[config.mk]
export PLATFORM = sky130hd
export DESIGN_NAME = odtmt_ctrl_flat
export DESIGN_NICKNAME = d
export VERILOG_FILES = /design/src/odtmt_pkg.sv /design/src/odtmt_link_if.sv /design/src/odtmt_ctrl.sv /design/src/flat_wrapper.sv
export VERILOG_INCLUDE_DIRS = /design/src
export SDC_FILE = /design/constraint.sdc
export NUM_CORES = 1
export LEC_CHECK = 0
export BUFFER_PORTS_ARGS = -buffer_cell sky130_fd_sc_hd__buf_2
export CORE_ASPECT_RATIO = 2
export CORE_MARGIN = 1
export CORE_UTILIZATION = 30
export CTS_CLUSTER_DIAMETER = 60
export CTS_CLUSTER_SIZE = 16
export DETAILED_ROUTE_END_ITERATION = 12
export HOLD_SLACK_MARGIN = 0.03
export PLACE_DENSITY_LB_ADDON = 0.1
export SLEW_MARGIN = 10
export SYNTH_ARGS = -nofsm -noshare
export SYNTH_HDL_FRONTEND = slang
export SYNTH_SLANG_ARGS = --single-unit
[constraint.sdc]
create_clock -name clock -period 8.4 [get_ports clock]
set_input_delay 1.68 -clock clock [delete_from_list [all_inputs] [get_ports clock]]
set_output_delay 1.68 -clock clock [all_outputs]
set_load 0.01 [all_outputs]
[src/odtmt_defs.svh]
// odtmt_defs.svh: clock period, reset values and timing counts of the odt mode transition tracker
// assumes a 100 MHz device command clock; included by its bare name
`ifndef ODTMT_DEFS_SVH
`define ODTMT_DEFS_SVH

// =====================================================================
// clock
`define ODTMT_CLK_PERIOD_PS        10000

// =====================================================================
// asynchronous termination delays, picoseconds as printed in ns
`define ODTMT_ASYNC_ON_MIN_PS      2000
`define ODTMT_ASYNC_ON_MAX_PS      8500
`define ODTMT_ASYNC_OFF_MIN_PS     2000
`define ODTMT_ASYNC_OFF_MAX_PS     8500
// least time rounds up, at least one cycle
`define ODTMT_ASYNC_MIN_CYC        (((`ODTMT_ASYNC_ON_MIN_PS + `ODTMT_CLK_PERIOD_PS - 1) / `ODTMT_CLK_PERIOD_PS) < 1 ? 1 : \
                                    ((`ODTMT_ASYNC_ON_MIN_PS + `ODTMT_CLK_PERIOD_PS - 1) / `ODTMT_CLK_PERIOD_PS))
// longest time rounds down, at least one cycle
`define ODTMT_ASYNC_MAX_CYC        ((`ODTMT_ASYNC_ON_MAX_PS / `ODTMT_CLK_PERIOD_PS) < 1 ? 1 : \
                                    (`ODTMT_ASYNC_ON_MAX_PS / `ODTMT_CLK_PERIOD_PS))

// =====================================================================
// default cycle counts
`define ODTMT_WRITE_LATENCY        5
`define ODTMT_CPDED_CYC            1
`define ODTMT_RFC_CYC              16
`define ODTMT_XPDLL_CYC            24
`define ODTMT_CNT_W                8

// =====================================================================
// reset values
`define ODTMT_CKE_RST              1'b1
`define ODTMT_ODT_RST              1'b0

`endif

[src/odtmt_pkg.sv]
// odtmt_pkg.sv: types of the odt mode transition tracker, sequencing states for the controller end, response kind for the device end
// assumes nothing beyond the compile order
package odtmt_pkg;

   // =====================================================================
   // controller sequencing states
   typedef enum logic [1:0] {
      ODTMT_IDLE,
      ODTMT_ENTER_LEAD,
      ODTMT_PDOWN,
      ODTMT_EXIT_LEAD
   } odtmt_ctrl_state_type;

   // termination response kind of the device
   typedef enum logic {
      ODTMT_RESP_SYNC,
      ODTMT_RESP_ASYNC
   } odtmt_resp_type;

endpackage

[src/odtmt_link_if.sv]
// odtmt_link_if.sv: wires between memory controller and memory device
// assumes both ends sit on the same device command clock
`timescale 1ns/1ps

interface odtmt_link_if;

   // =====================================================================
   // link signals
   logic cke;            // clock enable, low in power-down
   logic odt;            // termination request pin
   logic refresh_cmd;    // one-cycle refresh command strobe

   // controller end drives
   modport ctrl (
      output cke,
      output odt,
      output refresh_cmd
   );

   // device end samples
   modport dram (
      input  cke,
      input  odt,
      input  refresh_cmd
   );

endinterface

[src/odtmt_ctrl.sv]
// odtmt_ctrl.sv: controller end, drives cke, odt and refresh and tracks transition periods
// assumes the device end on the same clock; user side is synchronous logic
`timescale 1ns/1ps
`include "odtmt_defs.svh"

module odtmt_ctrl #(
   parameter int WRITE_LATENCY = `ODTMT_WRITE_LATENCY,
   parameter int CPDED_CYC     = `ODTMT_CPDED_CYC,
   parameter int RFC_CYC       = `ODTMT_RFC_CYC,
   parameter int XPDLL_CYC     = `ODTMT_XPDLL_CYC,
   parameter int CNT_W         = `ODTMT_CNT_W
) (
   // clock and reset
   input  wire logic   clock,
   input  wire logic   sys_rst,
   input  wire logic   clk_en,
   // link
   odtmt_link_if.ctrl  link,
   // user requests
   input  wire logic   dll_frozen,
   input  wire logic   pd_req,
   input  wire logic   refresh_req,
   input  wire logic   odt_req,
   // user status
   output logic        odt_uncertain,
   output logic        pd_active,
   output logic        refresh_busy
);

   localparam logic [CNT_W-1:0] LEAD_CNT  = CNT_W'(WRITE_LATENCY - 1);
   localparam logic [CNT_W-1:0] CPDED_CNT = CNT_W'(CPDED_CYC);
   localparam logic [CNT_W-1:0] RFC_CNT   = CNT_W'(RFC_CYC);
   localparam logic [CNT_W-1:0] XPDLL_CNT = CNT_W'(XPDLL_CYC);

   odtmt_pkg::odtmt_ctrl_state_type state_ff;
   odtmt_pkg::odtmt_ctrl_state_type nxt_state;
   logic [CNT_W-1:0]                lead_ff;
   logic [CNT_W-1:0]                nxt_lead;
   logic [CNT_W-1:0]                tail_ff;
   logic [CNT_W-1:0]                nxt_tail;
   logic [CNT_W-1:0]                rfc_ff;
   logic [CNT_W-1:0]                nxt_rfc;
   logic                            cke_ff;
   logic                            nxt_cke;
   logic                            odt_ff;
   logic                            refresh_ff;
   logic                            unc_ff;
   logic                            nxt_unc;
   logic                            lead_done;
   logic                            refresh_go;
   logic [CNT_W-1:0]                entry_tail;

   // =====================================================================
   // decode
   assign lead_done  = (lead_ff <= 1);
   assign refresh_go = refresh_req && (state_ff == odtmt_pkg::ODTMT_IDLE) && !pd_req;
   assign entry_tail = (rfc_ff > CPDED_CNT) ? rfc_ff : CPDED_CNT;
   assign nxt_rfc    = refresh_go ? RFC_CNT : ((rfc_ff != 0) ? rfc_ff - 1'b1 : rfc_ff);

   // sequencing of cke around power-down
   always_comb begin
      nxt_state = state_ff;
      nxt_lead  = (lead_ff != 0) ? lead_ff - 1'b1 : lead_ff;
      nxt_tail  = (tail_ff != 0) ? tail_ff - 1'b1 : tail_ff;
      nxt_cke   = cke_ff;
      unique case (state_ff)
         odtmt_pkg::ODTMT_IDLE: begin
            if (pd_req && !refresh_req) begin
               nxt_state = odtmt_pkg::ODTMT_ENTER_LEAD;
               nxt_lead  = LEAD_CNT;
            end
         end
         odtmt_pkg::ODTMT_ENTER_LEAD: begin
            if (lead_done) begin
               nxt_state = odtmt_pkg::ODTMT_PDOWN;
               nxt_cke   = 1'b0;
               // one extra cycle, the device registers cke an edge later
               nxt_tail  = entry_tail + 1'b1;
            end
         end
         odtmt_pkg::ODTMT_PDOWN: begin
            if (!pd_req) begin
               nxt_state = odtmt_pkg::ODTMT_EXIT_LEAD;
               nxt_lead  = LEAD_CNT;
            end
         end
         odtmt_pkg::ODTMT_EXIT_LEAD: begin
            if (lead_done) begin
               nxt_state = odtmt_pkg::ODTMT_IDLE;
               nxt_cke   = 1'b1;
               // one extra cycle, the device registers cke an edge later
               nxt_tail  = XPDLL_CNT + 1'b1;
            end
         end
      endcase
   end

   assign nxt_unc = dll_frozen && ((nxt_state == odtmt_pkg::ODTMT_ENTER_LEAD) ||
                                   (nxt_state == odtmt_pkg::ODTMT_EXIT_LEAD) || (nxt_tail != 0));

   // state registers
   always_ff @(posedge clock or posedge sys_rst) begin
      if (sys_rst) begin
         state_ff   <= odtmt_pkg::ODTMT_IDLE;
         lead_ff    <= '0;
         tail_ff    <= '0;
         rfc_ff     <= '0;
         cke_ff     <= `ODTMT_CKE_RST;
         odt_ff     <= `ODTMT_ODT_RST;
         refresh_ff <= 1'b0;
         unc_ff     <= 1'b0;
      end else if (clk_en) begin
         state_ff   <= nxt_state;
         lead_ff    <= nxt_lead;
         tail_ff    <= nxt_tail;
         rfc_ff     <= nxt_rfc;
         cke_ff     <= nxt_cke;
         odt_ff     <= odt_req;
         refresh_ff <= refresh_go;
         unc_ff     <= nxt_unc;
      end
   end

   // outputs from flops
   assign link.cke         = cke_ff;
   assign link.odt         = odt_ff;
   assign link.refresh_cmd = refresh_ff;
   assign odt_uncertain    = unc_ff;
   assign pd_active        = !cke_ff;
   assign refresh_busy     = (rfc_ff != 0);

endmodule

[src/flat_wrapper.sv]
// flat-port wrapper written by rule: the top's interface ports become plain ports
module odtmt_ctrl_flat 
#(
   parameter int WRITE_LATENCY = `ODTMT_WRITE_LATENCY,
   parameter int CPDED_CYC     = `ODTMT_CPDED_CYC,
   parameter int RFC_CYC       = `ODTMT_RFC_CYC,
   parameter int XPDLL_CYC     = `ODTMT_XPDLL_CYC,
   parameter int CNT_W         = `ODTMT_CNT_W
)
  (clock, sys_rst, clk_en, dll_frozen, pd_req, refresh_req, odt_req, odt_uncertain, pd_active, refresh_busy, link_cke, link_odt, link_refresh_cmd);
  odtmt_link_if link_i ();
  input  wire logic clock;
  input  wire logic sys_rst;
  input  wire logic clk_en;
  input  wire logic dll_frozen;
  input  wire logic pd_req;
  input  wire logic refresh_req;
  input  wire logic odt_req;
  output logic odt_uncertain;
  output logic pd_active;
  output logic refresh_busy;
  output wire logic [$bits(link_i.cke)-1:0] link_cke;
  output wire logic [$bits(link_i.odt)-1:0] link_odt;
  output wire logic [$bits(link_i.refresh_cmd)-1:0] link_refresh_cmd;
  assign link_cke = link_i.cke;
  assign link_odt = link_i.odt;
  assign link_refresh_cmd = link_i.refresh_cmd;
  odtmt_ctrl #(.WRITE_LATENCY(WRITE_LATENCY), .CPDED_CYC(CPDED_CYC), .RFC_CYC(RFC_CYC), .XPDLL_CYC(XPDLL_CYC), .CNT_W(CNT_W)) u_core (.clock(clock), .sys_rst(sys_rst), .clk_en(clk_en), .link(link_i), .dll_frozen(dll_frozen), .pd_req(pd_req), .refresh_req(refresh_req), .odt_req(odt_req), .odt_uncertain(odt_uncertain), .pd_active(pd_active), .refresh_busy(refresh_busy));
endmodule
## Word level (Yosys, flattened, before mapping)

Index checks and enable logic that the tools add are counted.

- Reduce and logical (&&, ||, !) cells: 18
- Order comparisons: 2
- Equal/unequal tests: 7
- $add $sub $neg: 4
- Mux-type cells: 19

Operator list:

| cell | number |
|---|---|
| two-way mux 8 bit | 9 |
| case mux 8 bit (2 select lines) | 2 |
| nonzero test 8 bit | 4 |
| subtractor 8 x 1 -> 8 bit (second input constant) | 3 |
| adder 8 x 1 -> 8 bit (second input constant) | 1 |
| > comparator 8 x 1 -> 1 bit (second input constant) | 1 |
| less-or-equal comparator 8 x 1 -> 1 bit (second input constant) | 1 |
| two-way mux 2 bit | 4 |
| case mux 2 bit (4 select lines) | 1 |
| == test 2 bit (second input constant) | 3 |
| == test 2 x 1 -> 1 bit (second input constant) | 2 |
| logical AND 1 bit | 4 |
| inequality test 2 x 1 -> 1 bit (second input constant) | 2 |
| AND reduction 4 bit | 1 |
| nonzero test 2 bit | 2 |
| logical NOT 1 bit | 3 |
| logical NOT 2 bit | 1 |
| logical OR 1 bit | 2 |
| two-way mux 1 bit | 2 |
| case mux 1 bit (2 select lines) | 1 |
| AND reduction 2 bit | 1 |

- Input port bits: 7
- Logic and storage cells: 58
- Register bits after elaboration: 30
- Output and inout port bits: 6

## Depth between registers and ports, before layout

Gate-level depths: netlist of run 1.

- Word-level depth: 8
- Depth in mapped cells: 12

## Worst setup path after synthesis of run 1

OpenSTA, ideal clock, no wires.

- Path kind: input to register
- From: input port clk_en
- To: register u_core.rfc_ff[5]
- Data arrival time: 2.733 ns
- Buffers on the path: 0
- Stages on the path: 6
- Path slack: 5.541 ns
- Data required time: 8.273 ns
- Cells stage by stage: inv_1 a31o_2 or3_1 nor4_1 xnor2_1 nor2_1

- Longest elaborated chain between the ends: 1

Ends and longest elaborated chain:

| what | line | RTL |
|---|---|---|
| start, declared | flat_wrapper.sv:14 | `input wire logic clk_en;` |
| AND reduction 2 bit (no line) | - |  |
| end signal, assigned | odtmt_ctrl.sv:116 | `rfc_ff <= nxt_rfc;` |
| end, declared | odtmt_ctrl.sv:41 | `logic [CNT_W-1:0] rfc_ff;` |

No other way between the ends.
A chain may end at the register's enable or synchronous reset.

## Final worst setup path of run 1

Same ends and word-level chain as after synthesis.

==> results of run 1 <==
-- synth_stat cells (5+ instances only) --
cell,number
inv_1,14
nand2b_1,5
a21oi_1,15
ha_1,8
nand3_1,12
dfrtp_1,29
nor3_1,10
o21ai_0,20
nor2_1,23
xnor2_1,14
nand2_1,20
clkbuf_1,5
-- flip-flops by register name (all words and copies together), names as in the netlist --
register,flops
u_core.state_ff,2
u_core.lead_ff,8
u_core.link.refresh_cmd,1
u_core.link.cke,1
u_core.rfc_ff,8
u_core.link.odt,1
u_core.tail_ff,8
u_core.odt_uncertain,1
-- cell families after synthesis --
| group | Yosys count |
|---|---|
| buf+inv | 25 |
| mux | 4 |
| xor+xnor | 18 |
| simple gates | 94 |
| flops | 30 |
| fa+ha+maj | 8 |
| compound gates | 56 |
-- layer usage --
layer	up-vias	wire length (microns)
li1	850	-
met1	893	1910
met2	20	3180
met3	18	94
met4	0	294
met5	-	0
-- area by class of cell --
cell class                      count  area (sq um)
Tap cell                           88           110
Sequential cell                    30           752
Inverter                           14          52.6
Fill cell                         715          4300
Clock buffer                        8           146
Multi-Input combinational cell    180          1140
Timing Repair Buffer               14          75.1
-- power groups by stage --
stage	Combinational, W	Sequential (W)	Clock, W
floorplan	0.000333	0.000262	0
CTS	0.000370	0.000317	0.000187
global placement	0.000368	0.000322	0
global route	0.000414	0.000330	0.000191
detailed placement	0.000367	0.000319	0
finish	0.000365	0.000318	0.000181
-- through the flow --
| step | cell area [sq um] | hold WS [ps] | cells | power, W |
|---|---|---|---|---|
| 6_report | 2270 | 489 | 334 | 0.000864 |
| 5_1_grt | 2270 | 522 | 334 | 0.000935 |
| 4_1_cts | 2270 | 495 | 334 | 0.000875 |
| 3_5_place_dp | 2130 | 488 | 326 | 0.000686 |
| 3_3_place_gp | 2130 | 487 | 326 | 0.000689 |
| 2_1_floorplan | 2030 | 470 | 235 | 0.000595 |
-- tightest hold or removal path: stages (launching register included) --
cell and delay [ps]:
dfstp_2 370, nand2_1 40, o21ai_0 70
-- worst max-delay path by stage --
stage | start | depth (start not counted) | end
2_1_floorplan | clk_en | 6 | u_core.rfc_ff[5]
3_3_place_gp | clk_en | 7 | u_core.rfc_ff[5]
3_5_place_dp | clk_en | 7 | u_core.rfc_ff[5]
4_1_cts | clk_en | 7 | u_core.rfc_ff[5]
5_1_grt | clk_en | 7 | u_core.rfc_ff[5]
6_report | clk_en | 7 | u_core.rfc_ff[5]
==> qor.yml, run 1 <==
status: "complete, no violations"
num_rows: 42
antenna_found_initial: 0
slowest_stage: "buf_2"
die-width_microns: 60.2
muxShareOfSynthArea_pct: 2.10
netlist_area_sq_um: 2030
worstReg2RegEnd: "u_core.odt_uncertain"
synth_area_leaders: "dfrtp_1 36%, xnor2_1 6.0%, ha_1 4.9%"
reg2regPathDepth: 10
route.detailed.drc: 0
dr.pass1.iters: 4
clkSinkCount: 30
start_kind: "input pin"
gp_congestion: 0.770
ys_seq_area_share_pct: 37.1
synth_area_per_cell_sq_um: 8.64
cts_hold_buffers: 0
swShare_pct: 43.4
synth-async-reset-ratio_pct: 100
critPathBufInv: 2
rsz0062_at_grt: "false"
use_met3_pct: 3.39
intPower_w: 0.000489
crit_path_cell_trace: "buf_2 > inv_1 > a31o_2 > or3_1 > nor4_1 > xnor2_1 > nor2_1"
vias: 1781
peakVddDrop_v: 0.000128
worstSetupPathType: "input pin to register"
min_path_type: "register to register"
ant_nets: 0
grt_busiest_layer: "met2"
setup_viol_count_final: 0
final_cell_mix: "29 x dfrtp_1, 23 x nor2_1, 20 x nand2_1, 20 x o21ai_0, 15 x a21oi_1"
synth_cells: 235
fin_crit_sh_pct: 40.6
dp_slack_ps: 4690
yosysUniqueCellTypes: 50
wirelength_microns: 5480
finalCriticalPeriod_ps: 3410
synth_ff_type: "dfrtp_1"
cts_buffers: 5
endpoint_kind: "register"
track_usage_pct: 17.5
worst-slew-pin-transition_ps: 732
gr-usage-met2_pct: 31.5
p_switching_w: 0.000375
io_pins: 13
skew_ps: 5.10
ctsResizeCount: 0
cts_root_buf: "clkbuf_16"
die_y_microns: 118
whs_path_depth: 2
grt_pass1_wl_microns: 9140
cts_tree: "built"
crit-reg2reg-launch: "u_core.rfc_ff[4]"
utilization_pct: 34.6
synth_simple_gate_area_share_pct: 23.9
yosys_register_bits: 30
rrSetupSlack_ps: 5360
p_per_area_nw_per_um2: 380
worstHoldStart: "u_core.link.cke"
path_max_fanout: 31
die-area_sq_um: 7120
htreeDepth: 2
synth_compound_area_share_pct: 17.3
dp_hpwl_microns: 4070
cts_buffer_depth: 2
fmax_mhz: 293
grt_overflow_total: 0
power_frac_clock_pct: 20.9
synthToLayoutAreaGrowth_pct: 12.0
drtIter0Drc: 38
final_common_cell: "dfrtp_1"
antenna_cells: 0
grt_pass1_vias: 1903
setup_ws_ps: 4990
maxCapViolations: 0
synth_nets: 250
core-area_sq_um: 6570
synth_xor_area_share_pct: 7.77
viasPerCell: 5.33
slowest_delay_ps: 460
clk_latency_ps: 280
synth_edf_count: 0
synthAdderAreaFrac_pct: 4.93
synthDominantCellAreaShare_pct: 35.8
combinationalPowerShare_pct: 42.2
arrival_ps: 3570
slew-limit-headroom_pct: 50.6
leakage_nw: 0.950
io_buffers: 12
crit_family: "buffers and inverters"
synth_top_family_by_area: "simple AND/OR/NAND/NOR gates"
finalHoldViolCount: 0
fin_nets: 260
required_ps: 8550
post_cts_buffers: 0
fin_setup_tns_ps: 0
grt_max_degree: 32
layout-drive-gt1-share_pct: 13.0
clk_pin_slew_ps: 50
ys_warn_count: 0
hold_end: "u_core.link.cke"
p_seq_share_pct: 36.8
synth.largest_area_cell: "dfrtp_1"
wire_per_inst_microns: 16.4
use_met1_pct: 16.3
start_util_pct: 30.9
finalMaxSlewViolations: 0
No activity file was read; power rests on OpenSTA's default activity.
==> run 2: changes to the inputs <==
clock period = 3.3 ns   (was 8.4 ns; I/O delays follow)
==> qor.yml, run 2 (synthesized netlist as in run 1, its figures left out) <==
reg2regPathDepth: 10
cts_root_buf: "clkbuf_16"
synthToLayoutAreaGrowth_pct: 12.2
antenna_cells: 0
core-area_sq_um: 6570
finalMaxSlewViolations: 0
track_usage_pct: 18.1
arrival_ps: 3030
dr.pass1.iters: 6
grt_pass1_vias: 1781
slew-limit-headroom_pct: 43.1
cts_hold_buffers: 0
p_switching_w: 0.000954
crit_family: "simple AND/OR/NAND/NOR gates"
viasPerCell: 5.13
vias: 1725
required_ps: 3440
clk_latency_ps: 280
rsz0062_at_grt: "false"
critical_path_depth: 10
die-area_sq_um: 7120
ctsResizeCount: 0
drtIter0Drc: 49
intPower_w: 0.00124
route.detailed.drc: 0
crit_path_cell_trace: "or4_4 > or4_4 > and2_2 > ha_1 > nand2_1 > nor2_1 > xnor2_1 > nand3_2 > a21oi_1 > a41oi_1"
cts_buffers: 5
slowest_delay_ps: 570
antenna_found_initial: 0
setup_viol_count_final: 0
start_kind: "register"
grt_max_degree: 31
start_util_pct: 30.9
status: "complete, no violations"
final_cell_mix: "29 x dfrtp_1, 23 x nor2_1, 20 x nand2_1, 20 x o21ai_0, 15 x a21oi_1"
final_common_cell: "dfrtp_1"
die_y_microns: 118
wire_per_inst_microns: 17.0
cts_tree: "built"
min_path_type: "input pin to async pin"
io_buffers: 12
gp_congestion: 0.807
clk_pin_slew_ps: 50
endpoint_kind: "register"
path_max_fanout: 8
finalCriticalPeriod_ps: 2890
peakVddDrop_v: 0.000389
clkSinkCount: 30
grt_overflow_total: 0
htreeDepth: 2
p_per_area_nw_per_um2: 963
fin_setup_tns_ps: 0
ant_nets: 0
dp_hpwl_microns: 4400
slowest_stage: "or4_4"
worst-slew-pin-transition_ps: 843
layout-drive-gt1-share_pct: 13.3
die-width_microns: 60.2
grt_pass1_wl_microns: 9090
post_cts_buffers: 0
cp_common_cell: "or4_4"
worstSetupPathType: "register to register"
io_pins: 13
fin_crit_sh_pct: 87.5
placed_cells: 328
num_rows: 42
instances_no_fill: 336
largestRegisters: "u_core.lead_ff: 8 flops, u_core.rfc_ff: 8 flops, u_core.tail_ff: 8 flops"
fin_nets: 262
fmax_mhz: 346
cts_buffer_depth: 2
critPathBufInv: 0
power_frac_clock_pct: 19.8
maxCapViolations: 0
skew_ps: 6.36
wirelength_microns: 5700
p_seq_share_pct: 35.6
swShare_pct: 43.5
combinationalPowerShare_pct: 44.6
leakage_nw: 0.954
finalHoldViolCount: 0
==> run 2: cell count changes in the layout (fill, tap and decap cells not counted) <==
cell      change
buf_4         +2
clkbuf_1      +1
clkbuf_8      -1
==> run 2: cell type report <==
type	count	area, sq um
timing repair buffer	16	90.1
fill	701	4290
sequential	30	752
inverter	14	52.6
clock buffer	8	136
tap	88	110
multi-input combinational	180	1140
==> run 2: path summary, 6_finish.rpt <==
check / endpoint / slack (ps) / from
max: u_core.odt_uncertain / 410 / u_core.rfc_ff[4]
min: u_core.tail_ff[5] / 470 / sys_rst
max reg2reg: u_core.odt_uncertain / 410 / u_core.rfc_ff[4]
min reg2reg: u_core.link.refresh_cmd / 480 / u_core.link.refresh_cmd
max in group asynchronous: u_core.link.cke / 2090 / sys_rst
min in group clock: u_core.link.refresh_cmd / 480 / u_core.link.refresh_cmd
==> run 2: stage by stage <==
stage	cell area (sq um)	util [%]	total power [W]	hold WS [ps]	setup slack [ps]
after detailed placement	2140	32.6	0.00176	481	407
final	2280	34.7	0.00219	467	411
after global placement	2140	32.6	0.00176	475	404
after global routing	2280	34.7	0.00239	508	221
after floorplan	2030	-	0.00151	470	591
after CTS	2280	34.7	0.00222	492	395
==> run 2: power by group through the flow <==
stage               combinational [W]  sequential [W]  clock, W
floorplan                    0.000849        0.000666         0
global placement             0.000979        0.000785         0
detailed placement           0.000977        0.000786         0
CTS                          0.000986        0.000781  0.000456
global route                  0.00110        0.000814  0.000472
finish                       0.000979        0.000781  0.000434
==> run 2: per-layer routing <==
layer	GRT usage (%)	wire, microns
met5	0	0
met4	11.8	311
met3	3.61	105
met2	33.0	3350
met1	16.7	1930
==> run 3: changes to the inputs <==
BUFFER_PORTS_ARGS = -buffer_cell sky130_fd_sc_hd__buf_4   (was -buffer_cell sky130_fd_sc_hd__buf_2)
MAX_ROUTING_LAYER = met4   (was default)
SLEW_MARGIN = 40   (was 10)
==> qor.yml, run 3 (synthesized netlist as in run 1, its figures left out) <==
status: "complete, no violations"
dr.pass1.iters: 6
core-area_sq_um: 6570
fmax_mhz: 346
antenna_cells: 0
fin_crit_sh_pct: 87.6
ctsResizeCount: 0
finalMaxSlewViolations: 0
critPathBufInv: 0
ant_nets: 0
layout-drive-gt1-share_pct: 14.6
final_cell_mix: "29 x dfrtp_1, 23 x nor2_1, 20 x nand2_1, 20 x o21ai_0"
die-area_sq_um: 7120
clkSinkCount: 30
rsz0062_at_grt: "false"
setup_viol_count_final: 0
arrival_ps: 3040
crit_path_cell_trace: "or4_4 > or4_4 > and2_2 > ha_1 > nand2_1 > nor2_1 > xnor2_1 > nand3_2 > a21oi_1 > a41oi_1"
skew_ps: 5.24
critical_path.startpoint: "u_core.rfc_ff[4]"
cp_common_cell: "or4_4"
required_ps: 3450
antenna_found_initial: 0
path_max_fanout: 8
htreeDepth: 2
p_per_area_nw_per_um2: 975
worstSetupPathType: "register to register"
start_util_pct: 30.9
num_rows: 42
rrSetupSlack_ps: 410
die-width_microns: 60.2
vias: 1731
finalCriticalPeriod_ps: 2890
cts_hold_buffers: 0
post_cts_buffers: 0
holdWs_ps: 475
wirelength_microns: 5630
slowest_delay_ps: 560
grt_pass1_vias: 1790
start_kind: "register"
cts_buffer_depth: 2
fin_setup_tns_ps: 0
slew-limit-headroom_pct: 52.2
clk_latency_ps: 280
synthToLayoutAreaGrowth_pct: 15.1
critical_path_depth: 10
peakVddDrop_v: 0.000342
maxCapViolations: 0
cts_buffers: 5
grt_overflow_total: 0
route.detailed.drc: 0
clk_pin_slew_ps: 50
final-seq-area_sq_um: 752
io_pins: 13
crit_family: "simple AND/OR/NAND/NOR gates"
setup.worst_path.end: "u_core.odt_uncertain"
slowest_stage: "or4_4"
fillers: 709
cts_root_buf: "clkbuf_16"
wire_per_inst_microns: 16.8
endpoint_kind: "register"
reg2regPathDepth: 10
drtIter0Drc: 49
crit-reg2reg-launch: "u_core.rfc_ff[4]"
gp_congestion: 0.776
finalHoldViolCount: 0
largestRegisters: "u_core.lead_ff: 8 flops, u_core.rfc_ff: 8 flops, u_core.tail_ff: 8 flops"
worstReg2RegEnd: "u_core.odt_uncertain"
grt_max_degree: 32
worst-slew-pin-transition_ps: 709
multi_input_area_sq_um: 1140
final_common_cell: "dfrtp_1"
io_buffers: 12
dp_hpwl_microns: 4250
die_y_microns: 118
min_path_type: "input pin to async pin"
leakage_nw: 0.979
viasPerCell: 5.17
fin_nets: 261
grt_pass1_wl_microns: 9250
track_usage_pct: 18.5
cts_tree: "built"
[run 3: where the power goes]
part           internal, W  leakage [nW]  total [W]  switching, W
logic             0.000441         0.532   0.000983      0.000542
clock network     0.000341        0.0832   0.000509      0.000167
registers         0.000530         0.363   0.000786      0.000257
[run 3: area by class of cell]
| cell class | count | share of cell area (%) |
|---|---|---|
| Multi-Input combinational cell | 180 | 48.9 |
| Sequential cell | 30 | 32.2 |
| Clock buffer | 8 | 7.12 |
| Timing Repair Buffer | 15 | 4.82 |
| Tap cell | 88 | 4.71 |
| Inverter | 14 | 2.25 |
[run 3: per-stage QoR]
| stage | instances | area [sq um] | worst slack (ps) | power (W) | util (%) |
|---|---|---|---|---|---|
| floorplan | 235 | 2030 | 591 | 0.00151 | - |
| global placement | 327 | 2160 | 411 | 0.00178 | 32.9 |
| detailed placement | 327 | 2170 | 395 | 0.00178 | 33.0 |
| CTS | 335 | 2340 | 395 | 0.00231 | 35.6 |
| global route | 335 | 2340 | 278 | 0.00248 | 35.6 |
| finish | 335 | 2340 | 409 | 0.00228 | 35.6 |
[run 3: metal layers]
layer	GRT usage [%]	up-vias	wire length, microns
met5	-	-	0
met4	10.2	0	247
met3	3.28	19	109
met2	33.5	28	3370
met1	17.1	831	1910
li1	-	853	-
[run 3: worst min path at each step]
stage	startpoint	end
floorplan	u_core.lead_ff[3]	u_core.lead_ff[3]
global placement	u_core.link.refresh_cmd	u_core.link.refresh_cmd
detailed placement	u_core.link.refresh_cmd	u_core.link.refresh_cmd
CTS	u_core.link.refresh_cmd	u_core.link.refresh_cmd
global route	u_core.link.cke	u_core.link.cke
finish	sys_rst	u_core.rfc_ff[0]
[run 3: worst reg2reg max path: cells and delay by family, from the launching register on]
| family | cells | cell delay (ps) |
|---|---|---|
| AOI/OAI and AO/OA | 2 | 290 |
| xor gates and xnor gates | 1 | 240 |
| adders and majority gates | 1 | 250 |
| DFF | 1 | 470 |
| and+or+nand+nor | 6 | 1510 |
